**config.mk**
```make
export PLATFORM = sky130hd
export DESIGN_NAME = adc_conv_device_flat
export DESIGN_NICKNAME = d
export VERILOG_FILES = /design/src/include/adc_link_pkg.sv /design/src/include/adc_link_if.sv /design/src/design/adc_conv_device.sv /design/src/flat_wrapper.sv
export SDC_FILE = /design/constraint.sdc
export NUM_CORES = 1
export LEC_CHECK = 0
export BUFFER_PORTS_ARGS = -buffer_cell sky130_fd_sc_hd__buf_2
export CORE_UTILIZATION = 30
export CTS_BUF_LIST = sky130_fd_sc_hd__clkbuf_2
export DETAILED_ROUTE_END_ITERATION = 16
export GPL_TIMING_DRIVEN = 0
export MAX_ROUTING_LAYER = met4
export PLACE_DENSITY = 0.46
export SKIP_CTS_REPAIR_TIMING = 1
export SYNTH_ARGS = -nofsm -noshare
export SYNTH_HDL_FRONTEND = slang
export SYNTH_SLANG_ARGS = --single-unit
```
**constraint.sdc**
```tcl
create_clock -name clk_sys -period 4.6 [get_ports clk_sys]
set_input_delay 0.46 -clock clk_sys [delete_from_list [all_inputs] [get_ports clk_sys]]
set_output_delay 0.46 -clock clk_sys [all_outputs]
set_load 0.05 [all_outputs]
```
**src/include/adc_link_pkg.sv**
```systemverilog
package adc_link_pkg;
   // Result word layout
   localparam int WORD_BITS = 24;
   localparam int DATA_BITS = 22;
   localparam int BIT_CNT_W = 5;
   localparam int OVER_HIGH_POS = 23;
   localparam int OVER_LOW_POS = 22;
   // System clock
   localparam longint CLK_FREQ_HZ = 200_000_000;
   localparam int CLK_FREQ_MHZ = 200;
   // Serial clock ceiling and least half period (rounded up)
   localparam int SCK_MAX_FREQ_HZ = 5_000_000;
   localparam int SCK_HALF_CYCLES_DEF =
      int'((CLK_FREQ_HZ + 2 * SCK_MAX_FREQ_HZ - 1) / (2 * SCK_MAX_FREQ_HZ));
   // Chip select least low and least high times
   localparam int CS_LOW_MIN_NS = 50;
   localparam int CS_LOW_CYCLES = (CS_LOW_MIN_NS * CLK_FREQ_MHZ + 999) / 1000;
   localparam int CS_DISABLE_NS = 90;
   localparam int CS_HIGH_CYCLES = (CS_DISABLE_NS * CLK_FREQ_MHZ + 999) / 1000;
   // Conversion time and wake-up extension after shutdown
   localparam int CONV_TIME_US = 80000;
   localparam int CONV_CYCLES_DEF = CONV_TIME_US * CLK_FREQ_MHZ;
   localparam longint OSC_FREQ_HZ = 102400;
   localparam longint WAKE_OSC_PERIODS = 144;
   localparam int WAKE_CYCLES_DEF = int'((WAKE_OSC_PERIODS * CLK_FREQ_HZ) / OSC_FREQ_HZ);
   localparam int CONV_CNT_W = 25;
   // Synchroniser reset level: chip select and clock seen high
   localparam logic [2:0] SYNC_RESET_HIGH = 3'h7;

   typedef enum logic [1:0] {
      DEV_SHUTDOWN = 2'b00,
      DEV_CONVERT = 2'b01,
      DEV_READY = 2'b10,
      DEV_SHIFT = 2'b11
   } dev_state_type;

   typedef enum logic [2:0] {
      HOST_IDLE = 3'b000,
      HOST_PULSE = 3'b001,
      HOST_GAP = 3'b010,
      HOST_WAIT = 3'b011,
      HOST_FALL = 3'b100,
      HOST_RISE = 3'b101,
      HOST_END = 3'b110
   } host_state_type;
endpackage

```
**src/include/adc_link_if.sv**
```systemverilog
`timescale 1ns/100ps
interface adc_link_if;
   logic cs_n;
   logic sck;
   logic sdo_o;
   logic sdo_oe;
   logic data_ready_output;

   // Shared line with pull-up: released reads high
   assign data_ready_output = sdo_oe ? sdo_o : 1'b1;

   modport dev (input cs_n, input sck, output sdo_o, output sdo_oe);
   modport host (output cs_n, output sck, input data_ready_output);
endinterface

```
**src/design/adc_conv_device.sv**
```systemverilog
`timescale 1ns/100ps
// Function
// - Works with clock modes 1,1 and 0,0
// - Output bit changes on serial clock fall
// - Link inputs sampled every system clock cycle
// - Serial clock may idle either level
// - Finished conversion drives data line low
// - Falls then give 24-bit result word
// - Chip select gates all serial traffic
// - Chip select fall in shutdown starts a conversion
// - Early chip select rise means single conversion
// - Chip select held low converts continuously
// - Chip select tied low: two-wire continuous
// - Data line released while chip select high
// - Chip select low at power-up auto-converts
// - Host serial clock at most 5 MHz
// - Result state cleared between conversions
// - Device enters shutdown by itself after a single-conversion or aborted read
// - Calibrated first result, no settling delay
// - Result is 22-bit two's complement
// - Two flags: high and low overrange
module adc_conv_device #(
   parameter int CONV_CYCLES = adc_link_pkg::CONV_CYCLES_DEF,
   parameter int WAKE_CYCLES = adc_link_pkg::WAKE_CYCLES_DEF,
   parameter int CNT_W = adc_link_pkg::CONV_CNT_W
) (
   input wire logic clk_sys,
   input wire logic reset_n,
   adc_link_if.dev link,
   input wire logic [adc_link_pkg::DATA_BITS-1:0] sample_code,
   input wire logic sample_over_high,
   input wire logic sample_over_low,
   output logic conv_done,
   output logic shutdown,
   output logic continuous_mode
);
   import adc_link_pkg::*;

   typedef struct packed {
      logic [2:0] cs_sync;
      logic [2:0] sck_sync;
      dev_state_type state;
      logic [CNT_W-1:0] cnt;
      logic [WORD_BITS-1:0] word;
      logic [BIT_CNT_W-1:0] bits;
      logic sdo;
      logic single;
      logic done;
   } dev_reg_type;

   dev_reg_type q;
   dev_reg_type d;
   logic cs_low;
   logic cs_fall;
   logic sck_fall;
   logic sck_rise;

   // Enter conversion with cleared result state; wake adds the start-up time
   function automatic dev_reg_type begin_conv(input dev_reg_type r, input logic wake);
      dev_reg_type n;
      n = r;
      n.state = DEV_CONVERT;
      n.cnt = wake ? CNT_W'(CONV_CYCLES + WAKE_CYCLES) : CNT_W'(CONV_CYCLES);
      n.word = '0;
      n.bits = '0;
      n.sdo = 1'b1;
      n.single = 1'b0;
      return n;
   endfunction

   // Fall across the two older stages of a synchroniser
   function automatic logic fell_edge(input logic [2:0] s);
      return s[2] & ~s[1];
   endfunction

   // Rise across the two older stages of a synchroniser
   function automatic logic rose_edge(input logic [2:0] s);
      return ~s[2] & s[1];
   endfunction

   // Result word: overload flags above the calibrated code
   function automatic logic [WORD_BITS-1:0] pack_result(
      input logic over_high,
      input logic over_low,
      input logic [DATA_BITS-1:0] code
   );
      logic [WORD_BITS-1:0] w;
      w = '0;
      w[OVER_HIGH_POS] = over_high;
      w[OVER_LOW_POS] = over_low;
      w[DATA_BITS-1:0] = code;
      return w;
   endfunction

   // Next bit onto the line, MSB first, and count it
   function automatic dev_reg_type shift_out(
      input dev_reg_type r,
      input logic [BIT_CNT_W-1:0] n
   );
      dev_reg_type s;
      s = r;
      s.sdo = r.word[WORD_BITS-1];
      s.word = {r.word[WORD_BITS-2:0], 1'b0};
      s.bits = n;
      return s;
   endfunction

   // Drop any held word and power down
   function automatic dev_reg_type power_down(input dev_reg_type r);
      dev_reg_type s;
      s = r;
      s.state = DEV_SHUTDOWN;
      s.word = '0;
      s.sdo = 1'b1;
      return s;
   endfunction

   // Edges of the synchronised link inputs; stage 0 feeds only stage 1
   always_comb begin
      cs_low = ~q.cs_sync[1];
      cs_fall = fell_edge(q.cs_sync);
      sck_fall = fell_edge(q.sck_sync);
      sck_rise = rose_edge(q.sck_sync);
   end

   // Next state of the whole device
   always_comb begin
      d = q;
      d.done = 1'b0;
      // Link inputs shift into their synchronisers every cycle
      d.cs_sync = {q.cs_sync[1:0], link.cs_n};
      d.sck_sync = {q.sck_sync[1:0], link.sck};
      unique case (q.state)
         // Idle: line high, wait for a select fall
         DEV_SHUTDOWN: begin
            d.sdo = 1'b1;
            // Synchroniser resets high, so a tied-low select also falls
            if (cs_fall) begin
               d = begin_conv(d, 1'b1);
            end
         end
         // Converting: count down, then latch the word and flag ready
         DEV_CONVERT: begin
            if (!cs_low) begin
               d.single = 1'b1;
            end
            if (q.cnt == '0) begin
               // Calibrated result latched whole at the end of the count
               d.word = pack_result(sample_over_high, sample_over_low, sample_code);
               d.state = DEV_READY;
               d.sdo = 1'b0;
               d.done = 1'b1;
            end else begin
               d.cnt = q.cnt - 1'b1;
            end
         end
         // Ready low stands until the first selected fall
         DEV_READY: begin
            d.sdo = 1'b0;
            if (cs_low && sck_fall) begin
               d = shift_out(d, BIT_CNT_W'(1));
               d.state = DEV_SHIFT;
            end
         end
         // Shifting: one bit per fall, word ends at the following rise
         DEV_SHIFT: begin
            if (!cs_low) begin
               // Read aborted: drop the word and power down
               d = power_down(d);
            end else if (sck_fall && q.bits != BIT_CNT_W'(WORD_BITS)) begin
               d = shift_out(d, q.bits + 1'b1);
            end else if (sck_rise && q.bits == BIT_CNT_W'(WORD_BITS)) begin
               // Last bit taken by the host
               if (q.single) begin
                  d = power_down(d);
               end else begin
                  d = begin_conv(d, 1'b0);
               end
            end
         end
      endcase
   end

   // State register
   always_ff @(posedge clk_sys or negedge reset_n) begin
      if (!reset_n) begin
         // Synchronisers start at the deselected, clock-high level
         q.cs_sync <= SYNC_RESET_HIGH;
         q.sck_sync <= SYNC_RESET_HIGH;
         q.state <= DEV_SHUTDOWN;
         q.cnt <= '0;
         q.word <= '0;
         q.bits <= '0;
         q.sdo <= 1'b1;
         q.single <= 1'b0;
         q.done <= 1'b0;
      end else begin
         q <= d;
      end
   end

   // Line driven only while selected
   assign link.sdo_o = q.sdo;
   assign link.sdo_oe = ~q.cs_sync[1];
   // Status outputs
   assign conv_done = q.done;
   assign shutdown = (q.state == DEV_SHUTDOWN);
   assign continuous_mode = ~q.single;
endmodule

```
**src/flat_wrapper.sv**
```systemverilog
// flat-port wrapper written by rule: the top's interface ports become plain ports
module adc_conv_device_flat import adc_link_pkg::*;
#(
   parameter int CONV_CYCLES = adc_link_pkg::CONV_CYCLES_DEF,
   parameter int WAKE_CYCLES = adc_link_pkg::WAKE_CYCLES_DEF,
   parameter int CNT_W = adc_link_pkg::CONV_CNT_W
)
  (clk_sys, reset_n, sample_code, sample_over_high, sample_over_low, conv_done, shutdown, continuous_mode, link_cs_n, link_sck, link_sdo_o, link_sdo_oe);
  adc_link_if link_i ();
  input wire logic clk_sys;
  input wire logic reset_n;
  input wire logic [adc_link_pkg::DATA_BITS-1:0] sample_code;
  input wire logic sample_over_high;
  input wire logic sample_over_low;
  output logic conv_done;
  output logic shutdown;
  output logic continuous_mode;
  input wire logic [$bits(link_i.cs_n)-1:0] link_cs_n;
  input wire logic [$bits(link_i.sck)-1:0] link_sck;
  output wire logic [$bits(link_i.sdo_o)-1:0] link_sdo_o;
  output wire logic [$bits(link_i.sdo_oe)-1:0] link_sdo_oe;
  assign link_i.cs_n = link_cs_n;
  assign link_i.sck = link_sck;
  assign link_sdo_o = link_i.sdo_o;
  assign link_sdo_oe = link_i.sdo_oe;
  adc_conv_device #(.CONV_CYCLES(CONV_CYCLES), .WAKE_CYCLES(WAKE_CYCLES), .CNT_W(CNT_W)) u_core (.clk_sys(clk_sys), .reset_n(reset_n), .link(link_i), .sample_code(sample_code), .sample_over_high(sample_over_high), .sample_over_low(sample_over_low), .conv_done(conv_done), .shutdown(shutdown), .continuous_mode(continuous_mode));
endmodule
```
# After elaboration in Yosys (flattened, before gate mapping)
# Index checks and enable logic that the tools add are counted.
# word_totals
regBits,65
latch_bits,0
mem_bits_rw,0
romBits,0
input_bits,28
out_inout_bits,5
wordCells,66
memories,0
# classes
addsub,2
n_mul,0
n_div,0
n_lt_le_gt_ge,0
n_eq_ne,19
shifts,0
muxes,16
bitwise_logic,8
reduce_logical,12
# ops
operator,n
2-to-1 mux 59 bit,4
case mux 51 bit (4 select lines),1
2-to-1 mux 65 bit,1
2-to-1 mux 58 bit,1
zero test 25 bit,1
2-to-1 mux 25 bit,1
"subtractor 25 x 1 -> 25 bit, second input constant",1
2-to-1 mux 24 bit,1
case mux 6 bit (3 select lines),1
case mux 5 bit (3 select lines),1
case mux 3 bit (4 select lines),1
AND reduction 6 bit,2
"!= test 2 x 1 -> 1 bit, second input constant",5
"!= test 2 bit, second input constant",4
AND reduction 7 bit,1
"!= test 3 x 1 -> 1 bit, second input constant",2
"adder 5 x 1 -> 5 bit, second input constant",1
"equality test 5 bit, second input constant",1
"!= test 5 bit, second input constant",1
NOT 1 bit,5
AND reduction 5 bit,1
"equality test 2 bit, second input constant",2
"!= test 4 x 1 -> 1 bit, second input constant",1
AND reduction 4 bit,1
other kinds (10),16

# Longest topological paths before layout
# Gate-level depths: netlist of run 1.
# depth
depth_word,7
ltp_mapped,11
mapped_depth_nobuf,8

# Least setup slack after synthesis of run 1
# Ideal clock, no wire load.
# synth_path
kind,register to register
from,reg u_core.q[32] in the netlist's numbering
to,reg u_core.q[48] in the netlist's numbering
setup_ns,0.119
t_arrival_ns,2.483
required_time_ns,4.481
slack_ns,1.999
path_stages_with_launch,10
path_buffers,2
synth_period_minus_slack_ns,2.601
path_cell_list,dfrtp_1 inv_1 ha_1 or3b_1 buf_2 or4_1 buf_2 or4_4 o31a_1 o21a_1
# synth_via
elab_chain_len,3
word_cells_on_any_way,6
classes_between,add/sub (1); eq/ne (1); mux (2); reduce/logical (2)
# synth_lines
element,line,source
start: declaration,adc_conv_device.sv:51,dev_reg_type q;
subtractor 25 x 1 -> 25 bit / zero test 25 bit (equally long branches),"adc_conv_device.sv:154, adc_conv_device.sv:147",
2-to-1 mux 25 bit / != test 2 bit (equally long branches),n/a,
case mux 51 bit (4 select lines) / AND reduction 7 bit (equally long branches),n/a,
# Parallel ways exist; a longest one is shown, timed or not. The select of a mux whose other input is x is not followed.
# A chain may end at the register's enable or synchronous reset.

# Worst setup path after layout of run 1
# layout_path
from,reg u_core.q[3] in the netlist's numbering
to,reg u_core.q[47] in the netlist's numbering
# layout_via
elab_chain_len,4
word_cells_on_any_way,7
classes_between,eq/ne (4); reduce/logical (3)
# layout_lines
element,line
!= test 5 bit / equality test 5 bit (equally long branches),"adc_conv_device.sv:170, adc_conv_device.sv:172"
"logical AND 1 bit, on equally long branches","adc_conv_device.sv:170, adc_conv_device.sv:172"
!= test 2 bit (no line) / != test 2 x 1 -> 1 bit (equally long branches),n/a
AND reduction 7 bit (no line) *,n/a
# Mark *: on every way between the ends. The rest lies on a longest branch, timed or not.

==> impl_metrics.py, run 1 <==
metrics = {
    "sta": {
        "fmax_mhz": 311,
        "final.min_clock_period_ns": 3.21,
        "slew_headroom_pct": 42.9,
        "rsz0062_at_grt": "false",
        "worst_pin_slew_ns": 0.848,
        "setup_violations": 0,
        "final.setup_skew_ns": 0.0338,
        "drv_slew": 0,
        "fin_hold_ws_ns": -0.0111,
        "finalHoldViolCount": 17,
        "fin_crit_sh_pct": 69.8,
        "tns_ns": 0,
    },
    "floorplan": {
        "core_area_um2": 11100,
        "dieArea_um2": 12000,
        "die_y_um": 110,
        "fp.dieW_um": 110,
        "initial_utilization_pct": 31.4,
        "pin_count": 33,
        "fp-row-count": 38,
    },
    "layout": {
        "fin_nets": 431,
        "antenna_cells": 0,
        "final_cells": 545,
        "fillCellCount": 1157,
        "area_growth_pct": 13.3,
        "drive_gt1_share_pct": 18.8,
        "regArea_um2": 1640,
        "multi_input_area_um2": 1700,
    },
    "worst_hold_path": {
        "worstHoldPathType": "in2async",
    },
    "setup_path": {
        "cp_max_fo": 10,
        "required_ns": 5.03,
        "crit_start": "u_core.q[3]$_DFFE_PN0P_",
        "cp-endpoint": "u_core.q[47]$_DFFE_PN0P_",
        "r2r-end": "u_core.q[47]$_DFFE_PN0P_",
        "crit_arrival_ns": 3.64,
        "path_cells": "inv_1 > ha_1 > nand4b_1 > o41ai_1 > a21oi_1 > clkbuf_1 > clkbuf_1 > nor2_1 > a21oi_1",
        "worstRegToRegCells": 9,
        "worstReg2RegStart": "u_core.q[3]$_DFFE_PN0P_",
        "max_stage_delay_ns": 0.64,
        "worst_setup_path_start_kind": "register",
        "crit_slowest_cell": "o41ai_1",
        "timing.reg2reg.setup_slack_ns": 1.39,
        "critical_path.endpoint_type": "register",
        "critical_path_class": "reg2reg",
    },
    "outcome": {
        "outcome": "finished, violations left",
        "violations": "hold timing",
    },
    "route": {
        "vias_per_cell": 5.63,
        "drcViolationCount": 0,
        "wl_per_cell_um": 17.5,
        "routed_wl_um": 9550,
        "via_count": 3069,
        "drt_pass1_iterations": 5,
        "drt_iter0_markers": 166,
        "final_antenna_net_count": 0,
    },
    "clocking": {
        "cts_tree": "yes",
        "cts_max_level": 3,
        "cts_root_buf": "clkbuf_2",
        "path_clk_slew_ns": 0.21,
        "cts.sinks": 65,
        "cts_buffers": 9,
        "worstSkewPairLatency_ns": 0.55,
        "clockBufferDepth": 2,
    },
    "synthesis": {
        "synth-seq-cells": 65,
        "yosys-top-cells-area": "dfrtp_1, o2bb2ai_1, dfstp_2, a22oi_1, a21oi_1",
        "synth_ff_type": "dfrtp_1",
        "yosys.area.top_type": "dfrtp_1",
        "synth_edf_count": 0,
        "syn_inst": 354,
        "yosysMostFrequentCell": "dfrtp_1",
        "yosysWarnings": 0,
        "syn_avg_cell_area_um2": 9.83,
        "synth_area_um2": 3480,
        "synth_commonest_cells": "dfrtp_1, a21oi_1, a22oi_1, o2bb2ai_1, nor2_1",
        "ys_seq_area_share_pct": 47.0,
        "syn-num-nets": 385,
        "synth_top_area_share_pct": 41.7,
        "synth_cell_types": 56,
        "async_flop_share_pct": 100,
    },
    "global_route": {
        "track_usage_pct": 17.8,
        "grt_pass1_wl_um": 15700,
        "antenna_found_initial": 0,
        "overflow": 0,
        "grt_max_degree": 66,
        "grt_pass1_vias": 3029,
    },
    "placement": {
        "io_buffers": 32,
        "gp_congestion": 0.853,
        "dp.cells": 527,
        "hpwl_um": 6610,
    },
    "power": {
        "peakVddDrop_v": 0.000214,
        "powerDensity_nw_per_um2": 400,
        "leakage_uw": 0.00156,
    },
    "job": {
        "max_cap_violations": 0,
    },
}
==> report_power, final <==
part / switching (uW) / leakage, uW / internal (uW) / total [uW]
registers: 74.2 / 0.000815 / 642 / 716
logic: 374 / 0.000688 / 164 / 539
clock network: 245 / 0.0000595 / 79.7 / 324
total: 693 / 0.00156 / 886 / 1580
==> cells by family after synthesis <==
kind of cell,after synthesis,synth area share (%)
buf+inv,38,4.35
compound gates,132,27.2
simple gates,110,18.6
fa+ha+maj,3,1.08
xor+xnor,2,0.503
mux,4,1.22
flops,65,47.0
==> metrics by stage <==
step / utilization (%) / instance area [um2] / hold WS (ns) / total power, uW / setup slack (ns)
finish: 35.6 / 3950 / -0.0111 / 1580 / 1.39
global route: 35.6 / 3950 / 0.0314 / 1680 / 0.996
CTS: 35.4 / 3930 / -0.0840 / 1600 / 1.44
detailed placement: 34.5 / 3820 / 0.347 / 1260 / 1.50
global placement: 34.4 / 3820 / 0.346 / 1260 / 1.47
floorplan: - / 3480 / 0.164 / 1080 / 2.00
==> worst max-delay path: cells and delay by family (launching register included) <==
family                   cells  cell delay, ns
AO/OA/AOI/OAI                3            1.09
adder cells (fa/ha/maj)      1            0.17
AND/OR/NAND/NOR              2            0.67
flip-flops                   1            0.45
buffers and inverters        3            0.73
==> final cells by class <==
cell class / instances / share of cell area [%]
Sequential cell: 65 / 41.5
Clock inverter: 6 / 1.27
Multi-Input combinational cell: 251 / 43.0
Timing Repair Buffer: 35 / 4.76
Tap cell: 140 / 4.44
Buffer: 25 / 2.60
Clock buffer: 10 / 1.27
Inverter: 13 / 1.24
==> cells in the final DEF, fill, tap and decap left out, types with 8 or more instances in the layout <==
cell type  synthesis  routed
nor2_1            20      20
nor4_1            13      13
clkbuf_2           0      10
o21ai_0           14      14
clkbuf_1          18      18
o31ai_1           11      11
dfrtp_1           58      58
o2bb2ai_1         23      23
a21oi_1           25      25
buf_2              7      39
or4_1             10      10
a22oi_1           23      23
nand2_1           18      18
nor3_1             8       8
inv_1             13      13
==> flip-flops by register name, summed over array words and instances (netlist names) <==
| register | cells |
|---|---|
| u_core.q | 63 |
| u_core.link.sdo_o | 1 |
| u_core.conv_done | 1 |
==> worst min path at each step <==
| stage | startpoint | to | cells after the start |
|---|---|---|---|
| after floorplan | reset_n | u_core.conv_done$_DFF_PN0_ | 0 |
| after global placement | u_core.q[59]$_DFF_PN1_ | u_core.q[60]$_DFF_PN1_ | 0 |
| after detailed placement | u_core.q[59]$_DFF_PN1_ | u_core.q[60]$_DFF_PN1_ | 0 |
| after CTS | link_sck | u_core.q[59]$_DFF_PN1_ | 1 |
| after global routing | reset_n | u_core.q[6]$_DFFE_PN0P_ | 1 |
| final | reset_n | u_core.conv_done$_DFF_PN0_ | 1 |
==> metal layers <==
layer / share of wire (%) / vias up / GRT usage, %
met5: 0 / - / -
met4: 1.4 / 0 / 5.33
met3: 5.5 / 11 / 4.09
met2: 45 / 79 / 27.1
met1: 48 / 1499 / 23.6
li1: - / 1480 / -
Power figures use the tool's default switching activity.
==> inputs of run 2 (changes only) <==
--- a/config.mk
+++ b/config.mk
@@ -11,7 +11,7 @@
 export DETAILED_ROUTE_END_ITERATION = 16
 export GPL_TIMING_DRIVEN = 0
 export MAX_ROUTING_LAYER = met4
-export PLACE_DENSITY = 0.46
+export PLACE_DENSITY = 0.48
 export SKIP_CTS_REPAIR_TIMING = 1
 export SYNTH_ARGS = -nofsm -noshare
 export SYNTH_HDL_FRONTEND = slang
==> constraint.sdc (replaced) <==
create_clock -name clk_sys -period 2.7 [get_ports clk_sys]
set_input_delay 0.27 -clock clk_sys [delete_from_list [all_inputs] [get_ports clk_sys]]
set_output_delay 0.27 -clock clk_sys [all_outputs]
set_load 0.05 [all_outputs]
==> run 2 against run 1 <==
  * Via count increased by 5.1%
  * Routed wire length grew 4.4%
  * Critical path depth did not move
  * Clock power is 96% higher
  * The flow finishes with violations (setup timing)
  * Worst setup slack lost 1.4 ns
  * Non-clock buffer count rose by 31
  * Count of clock-buffer cells in the layout down 1
  * Largest power group unchanged
  * Combinational power increased by 99%
  * Sequential share of layout area down 4.4 points
  * Clock skew shrank 0.013 ns
  * Total power up 85%
  * Register-to-register slack worse by 1.4 ns
==> impl_metrics.py, run 2 (same netlist as run 1, synthesis figures left out) <==
metrics = {
    "job": {
        "max_cap_violations": 0,
    },
    "setup_path": {
        "worst_setup_path_start_kind": "register",
        "critical_path.endpoint_type": "register",
        "timing.reg2reg.setup_slack_ns": -0.006,
        "required_ns": 3.15,
        "cp_max_fo": 5,
        "critical_path_class": "reg2reg",
        "crit_arrival_ns": 3.15,
    },
    "sta": {
        "fin_hold_ws_ns": 0.0412,
        "finalHoldViolCount": 0,
        "fin_crit_sh_pct": 100,
        "rsz0062_at_grt": "true",
        "drv_slew": 0,
        "final.setup_skew_ns": 0.0210,
        "setup_violations": 1,
        "final.min_clock_period_ns": 2.71,
        "layout_setup_ws_ns": -0.00564,
        "slew_headroom_pct": 42.5,
        "worst_pin_slew_ns": 0.863,
        "fmax_mhz": 370,
    },
    "layout": {
        "drive_gt1_share_pct": 25.5,
        "fillCellCount": 1128,
        "top_register": "u_core.q",
        "regArea_um2": 1640,
        "largest_reg_flops": 63,
        "antenna_cells": 0,
        "final_common_cell": "dfrtp_1",
        "multi_input_area_um2": 1830,
        "fin_nets": 462,
        "area_growth_pct": 26.8,
        "final_cell_mix": "dfrtp_1, buf_2, a21oi_1",
    },
    "clocking": {
        "cts_buffers": 9,
        "cts_tree": "yes",
        "cts_root_buf": "clkbuf_2",
        "cts_max_level": 3,
        "path_clk_slew_ns": 0.20,
        "clockBufferDepth": 2,
        "cts.sinks": 65,
        "worstSkewPairLatency_ns": 0.55,
    },
    "worst_hold_path": {
        "worstHoldPathType": "in2reg",
    },
    "outcome": {
        "outcome": "finished, violations left",
        "violations": "setup timing",
    },
    "global_route": {
        "grt_max_degree": 66,
        "grt_pass1_wl_um": 15500,
        "antenna_found_initial": 0,
        "track_usage_pct": 17.7,
        "grt_pass1_vias": 3021,
        "overflow": 0,
    },
    "route": {
        "routed_wl_um": 9970,
        "final_antenna_net_count": 0,
        "drcViolationCount": 0,
        "via_count": 3224,
        "drt_pass1_iterations": 5,
        "vias_per_cell": 5.60,
        "drt_iter0_markers": 187,
        "wl_per_cell_um": 17.3,
    },
    "power": {
        "power_uw": 2930,
        "leakage_uw": 0.00177,
        "powerDensity_nw_per_um2": 664,
        "peakVddDrop_v": 0.000326,
    },
    "floorplan": {
        "fp-row-count": 38,
        "pin_count": 33,
        "core_area_um2": 11100,
        "dieArea_um2": 12000,
        "fp.dieW_um": 110,
        "initial_utilization_pct": 31.4,
        "die_y_um": 110,
    },
    "placement": {
        "hpwl_um": 6590,
        "io_buffers": 32,
        "gp_congestion": 0.831,
    },
}
-- run 2: final timing paths --
path / start / to / depth (start not counted)
setup / recovery: u_core.q[32]$_DFFE_PN0P_ / u_core.q[48]$_DFFE_PN0P_ / 9
hold / removal: sample_code[12] / u_core.q[20]$_DFFE_PN0P_ / 3
setup reg to reg: u_core.q[32]$_DFFE_PN0P_ / u_core.q[48]$_DFFE_PN0P_ / 9
hold reg to reg: u_core.q[63]$_DFF_PN1_ / u_core.q[64]$_DFF_PN1_ / 0
max in group asynchronous: reset_n / u_core.q[42]$_DFFE_PN0P_ / 2
min in group asynchronous: reset_n / u_core.q[40]$_DFFE_PN0P_ / 2
-- run 2: layout make-up --
class | count | area share [%]
plain buffers | 24 | 2.92
clock buffers | 9 | 1.02
clock inverters | 7 | 1.76
inverters | 13 | 1.11
multi-input cells | 251 | 41.4
flip-flops and latches | 65 | 37.1
well taps | 140 | 3.97
repair buffers | 67 | 10.8
-- run 2: stage by stage --
step           setup WS [ns]  instance area [um2]  cells  setup TNS [ns]  utilization (%)
2_1_floorplan         0.0987                 3480    354               0                -
3_3_place_gp          -0.386                 3820    526          -11.80             34.4
3_5_place_dp          -0.385                 3820    527          -11.60             34.5
4_1_cts               -0.429                 3950    543          -12.32             35.6
5_1_grt               -0.102                 4410    576          -0.264             39.8
6_report            -0.00564                 4410    576        -0.00564             39.8
-- run 2: where the power goes --
group,total [uW],switching (uW),internal [uW]
registers,1230,131,1090
logic,1070,691,376
clock network,635,414,222
-- run 2: critical path: stages (launching register included) --
cell and delay, ns:
dfrtp_1 0.45, inv_1 0.07, ha_2 0.16, or3b_1 0.35, buf_6 0.14, or4_4 0.47
buf_6 0.13, or4_4 0.41, o31a_1 0.25, o21a_1 0.19
-- run 2: per-layer routing --
| layer | vias to the layer above | GRT usage, % | part of all wire [%] |
|---|---|---|---|
| met5 | - | - | 0 |
| met4 | 0 | 6.86 | 1.8 |
| met3 | 17 | 4.45 | 4.9 |
| met2 | 99 | 26.9 | 47 |
| met1 | 1566 | 22.8 | 46 |
| li1 | 1542 | - | - |
==> inputs of run 3 (changes only) <==
--- a/config.mk
+++ b/config.mk
@@ -12,7 +12,6 @@
 export GPL_TIMING_DRIVEN = 0
 export MAX_ROUTING_LAYER = met4
 export PLACE_DENSITY = 0.48
-export SKIP_CTS_REPAIR_TIMING = 1
 export SYNTH_ARGS = -nofsm -noshare
 export SYNTH_HDL_FRONTEND = slang
 export SYNTH_SLANG_ARGS = --single-unit
==> run 3 against run 2 <==
  * The flow now finishes without violations
  * Fmax grew 3.2%
  * Critical path depth decreased by 2
  * First-iteration DRC count shrank 17%
  * Clock power is essentially flat
  * Highest routed layer unchanged
==> impl_metrics.py, run 3 (same netlist as run 1, synthesis figures left out) <==
metrics = {
    "clocking": {
        "cts_root_buf": "clkbuf_2",
        "path_clk_slew_ns": 0.20,
        "cts.sinks": 65,
        "cts_tree": "yes",
        "cts_max_level": 3,
        "worstSkewPairLatency_ns": 0.54,
        "clockBufferDepth": 2,
        "cts_buffers": 9,
    },
    "power": {
        "powerDensity_nw_per_um2": 660,
        "leakage_uw": 0.00176,
        "power_uw": 2900,
        "peakVddDrop_v": 0.000310,
    },
    "sta": {
        "finalHoldViolCount": 0,
        "final.setup_skew_ns": 0.0199,
        "drv_slew": 0,
        "rsz0062_at_grt": "true",
        "fmax_mhz": 381,
        "setup_violations": 0,
        "final.min_clock_period_ns": 2.62,
        "layout_setup_ws_ns": 0.0782,
        "worst_pin_slew_ns": 0.869,
        "fin_crit_sh_pct": 97.1,
        "slew_headroom_pct": 42.1,
    },
    "global_route": {
        "met1_usage_pct": 23.3,
        "grt_pass1_vias": 3123,
        "grt_max_degree": 66,
        "track_usage_pct": 18.1,
        "grt_pass1_wl_um": 15900,
        "top_usage_layer": "met2",
        "antenna_found_initial": 0,
        "overflow": 0,
        "met3_usage_pct": 4.62,
        "use_met2_pct": 27.3,
    },
    "route": {
        "drcViolationCount": 0,
        "final_antenna_net_count": 0,
        "wl_per_cell_um": 17.2,
        "drt_iter0_markers": 155,
        "drt_pass1_iterations": 4,
        "routed_wl_um": 9860,
        "vias_per_cell": 5.61,
        "via_count": 3220,
    },
    "layout": {
        "fillCellCount": 1125,
        "top_register": "u_core.q",
        "final_common_cell": "dfrtp_1",
        "drive_gt1_share_pct": 24.2,
        "largest_reg_flops": 63,
        "fin_nets": 460,
        "final_cell_mix": "dfrtp_1, buf_2, a21oi_1",
        "area_growth_pct": 26.1,
        "antenna_cells": 0,
    },
    "setup_path": {
        "worstReg2RegStart": "u_core.q[42]$_DFFE_PN0P_",
        "path_cells": "or4_4 > nor4b_4 > a31oi_2 > or3_1 > clkbuf_1 > buf_2 > o2bb2ai_1",
        "crit_arrival_ns": 3.09,
        "critical_path.endpoint_type": "register",
        "crit_slowest_cell": "or4_4",
        "worstRegToRegCells": 7,
        "worst_setup_path_start_kind": "register",
        "max_stage_delay_ns": 0.59,
        "critical_path_class": "reg2reg",
        "required_ns": 3.17,
        "crit_cells": 7,
        "timing.reg2reg.setup_slack_ns": 0.08,
        "crit_start": "u_core.q[42]$_DFFE_PN0P_",
        "crit_family": "simple AND/OR/NAND/NOR gates",
        "crit_buf_inv": 2,
        "cp_max_fo": 10,
        "cp-endpoint": "u_core.q[10]$_DFFE_PN0P_",
        "r2r-end": "u_core.q[10]$_DFFE_PN0P_",
    },
    "worst_hold_path": {
        "worstHoldPathType": "in2reg",
    },
    "floorplan": {
        "initial_utilization_pct": 31.4,
        "pin_count": 33,
        "dieArea_um2": 12000,
        "core_area_um2": 11100,
        "fp.dieW_um": 110,
        "fp-row-count": 38,
        "die_y_um": 110,
    },
    "placement": {
        "io_buffers": 32,
        "gp_congestion": 0.831,
        "hpwl_um": 6590,
        "post-place-ws_ns": -0.385,
    },
    "outcome": {
        "outcome": "finished, final reports clean",
    },
    "job": {
        "max_cap_violations": 0,
    },
}
run 3: cell count changes in the layout (fill, tap and decap cells not counted), sizes merged:
cell and change:
dlygate4sd3 +2, buf -4
run 3: per-layer routing:
layer / up-vias / share of wire (%)
met2: 91 / 47
met4: 0 / 2.0
met5: - / 0
met3: 21 / 4.7
li1: 1542 / -
met1: 1566 / 47
run 3: layout make-up:
cell class                 count  area [um2]  area share (%)
multi-input combinational    251        1820            41.5
sequential                    65        1640            37.3
timing repair buffer          65         465            10.6
tap                          140         175            3.99
buffer                        24         118            2.68
clock inverter                 7        77.6            1.77
inverter                      13        48.8            1.11
clock buffer                   9        45.0            1.03
run 3: worst min-delay path by stage:
| stage | from | endpoint | slack [ns] | cells after the start |
|---|---|---|---|---|
| global placement | u_core.q[59]$_DFF_PN1_ | u_core.q[60]$_DFF_PN1_ | 0.35 | 0 |
| global route | sample_code[17] | u_core.q[25]$_DFFE_PN0P_ | 0.0005 | 3 |
| finish | sample_code[1] | u_core.q[9]$_DFFE_PN0P_ | 0.06 | 3 |
| CTS | sample_code[17] | u_core.q[25]$_DFFE_PN0P_ | 0.005 | 3 |
| detailed placement | u_core.q[59]$_DFF_PN1_ | u_core.q[60]$_DFF_PN1_ | 0.35 | 0 |
| floorplan | reset_n | u_core.conv_done$_DFF_PN0_ | -0.03 | 0 |
run 3: timing repair:
action,CTS,global route
buffers inserted,2,7
endpoints found under the hold margin,80,0
resized for setup,19,22
endpoints found under the setup margin,43,44
hold buffers,23,0
pin swaps,2,8
run 3: tightest hold or removal path, stage by stage:
cell and delay [ns]:
buf_2 0.08, a22oi_1 0.07, o2bb2ai_1 0.14
run 3: report_power, final:
part / internal [uW] / switching [uW]
registers: 1090 / 131
logic: 354 / 682
clock network: 222 / 413
total: 1670 / 1230
run 3: metrics by stage:
step	TNS, ns	std cells	hold WS, ns	area (um2)	util [%]
4_1_cts	-0.0165	568	0.00475	4270	38.6
5_1_grt	-0.0891	574	0.000461	4390	39.6
2_1_floorplan	0	354	-0.0256	3480	-
3_3_place_gp	-11.80	526	0.348	3820	34.4
6_report	0	574	0.0600	4390	39.6
3_5_place_dp	-11.60	527	0.347	3820	34.5
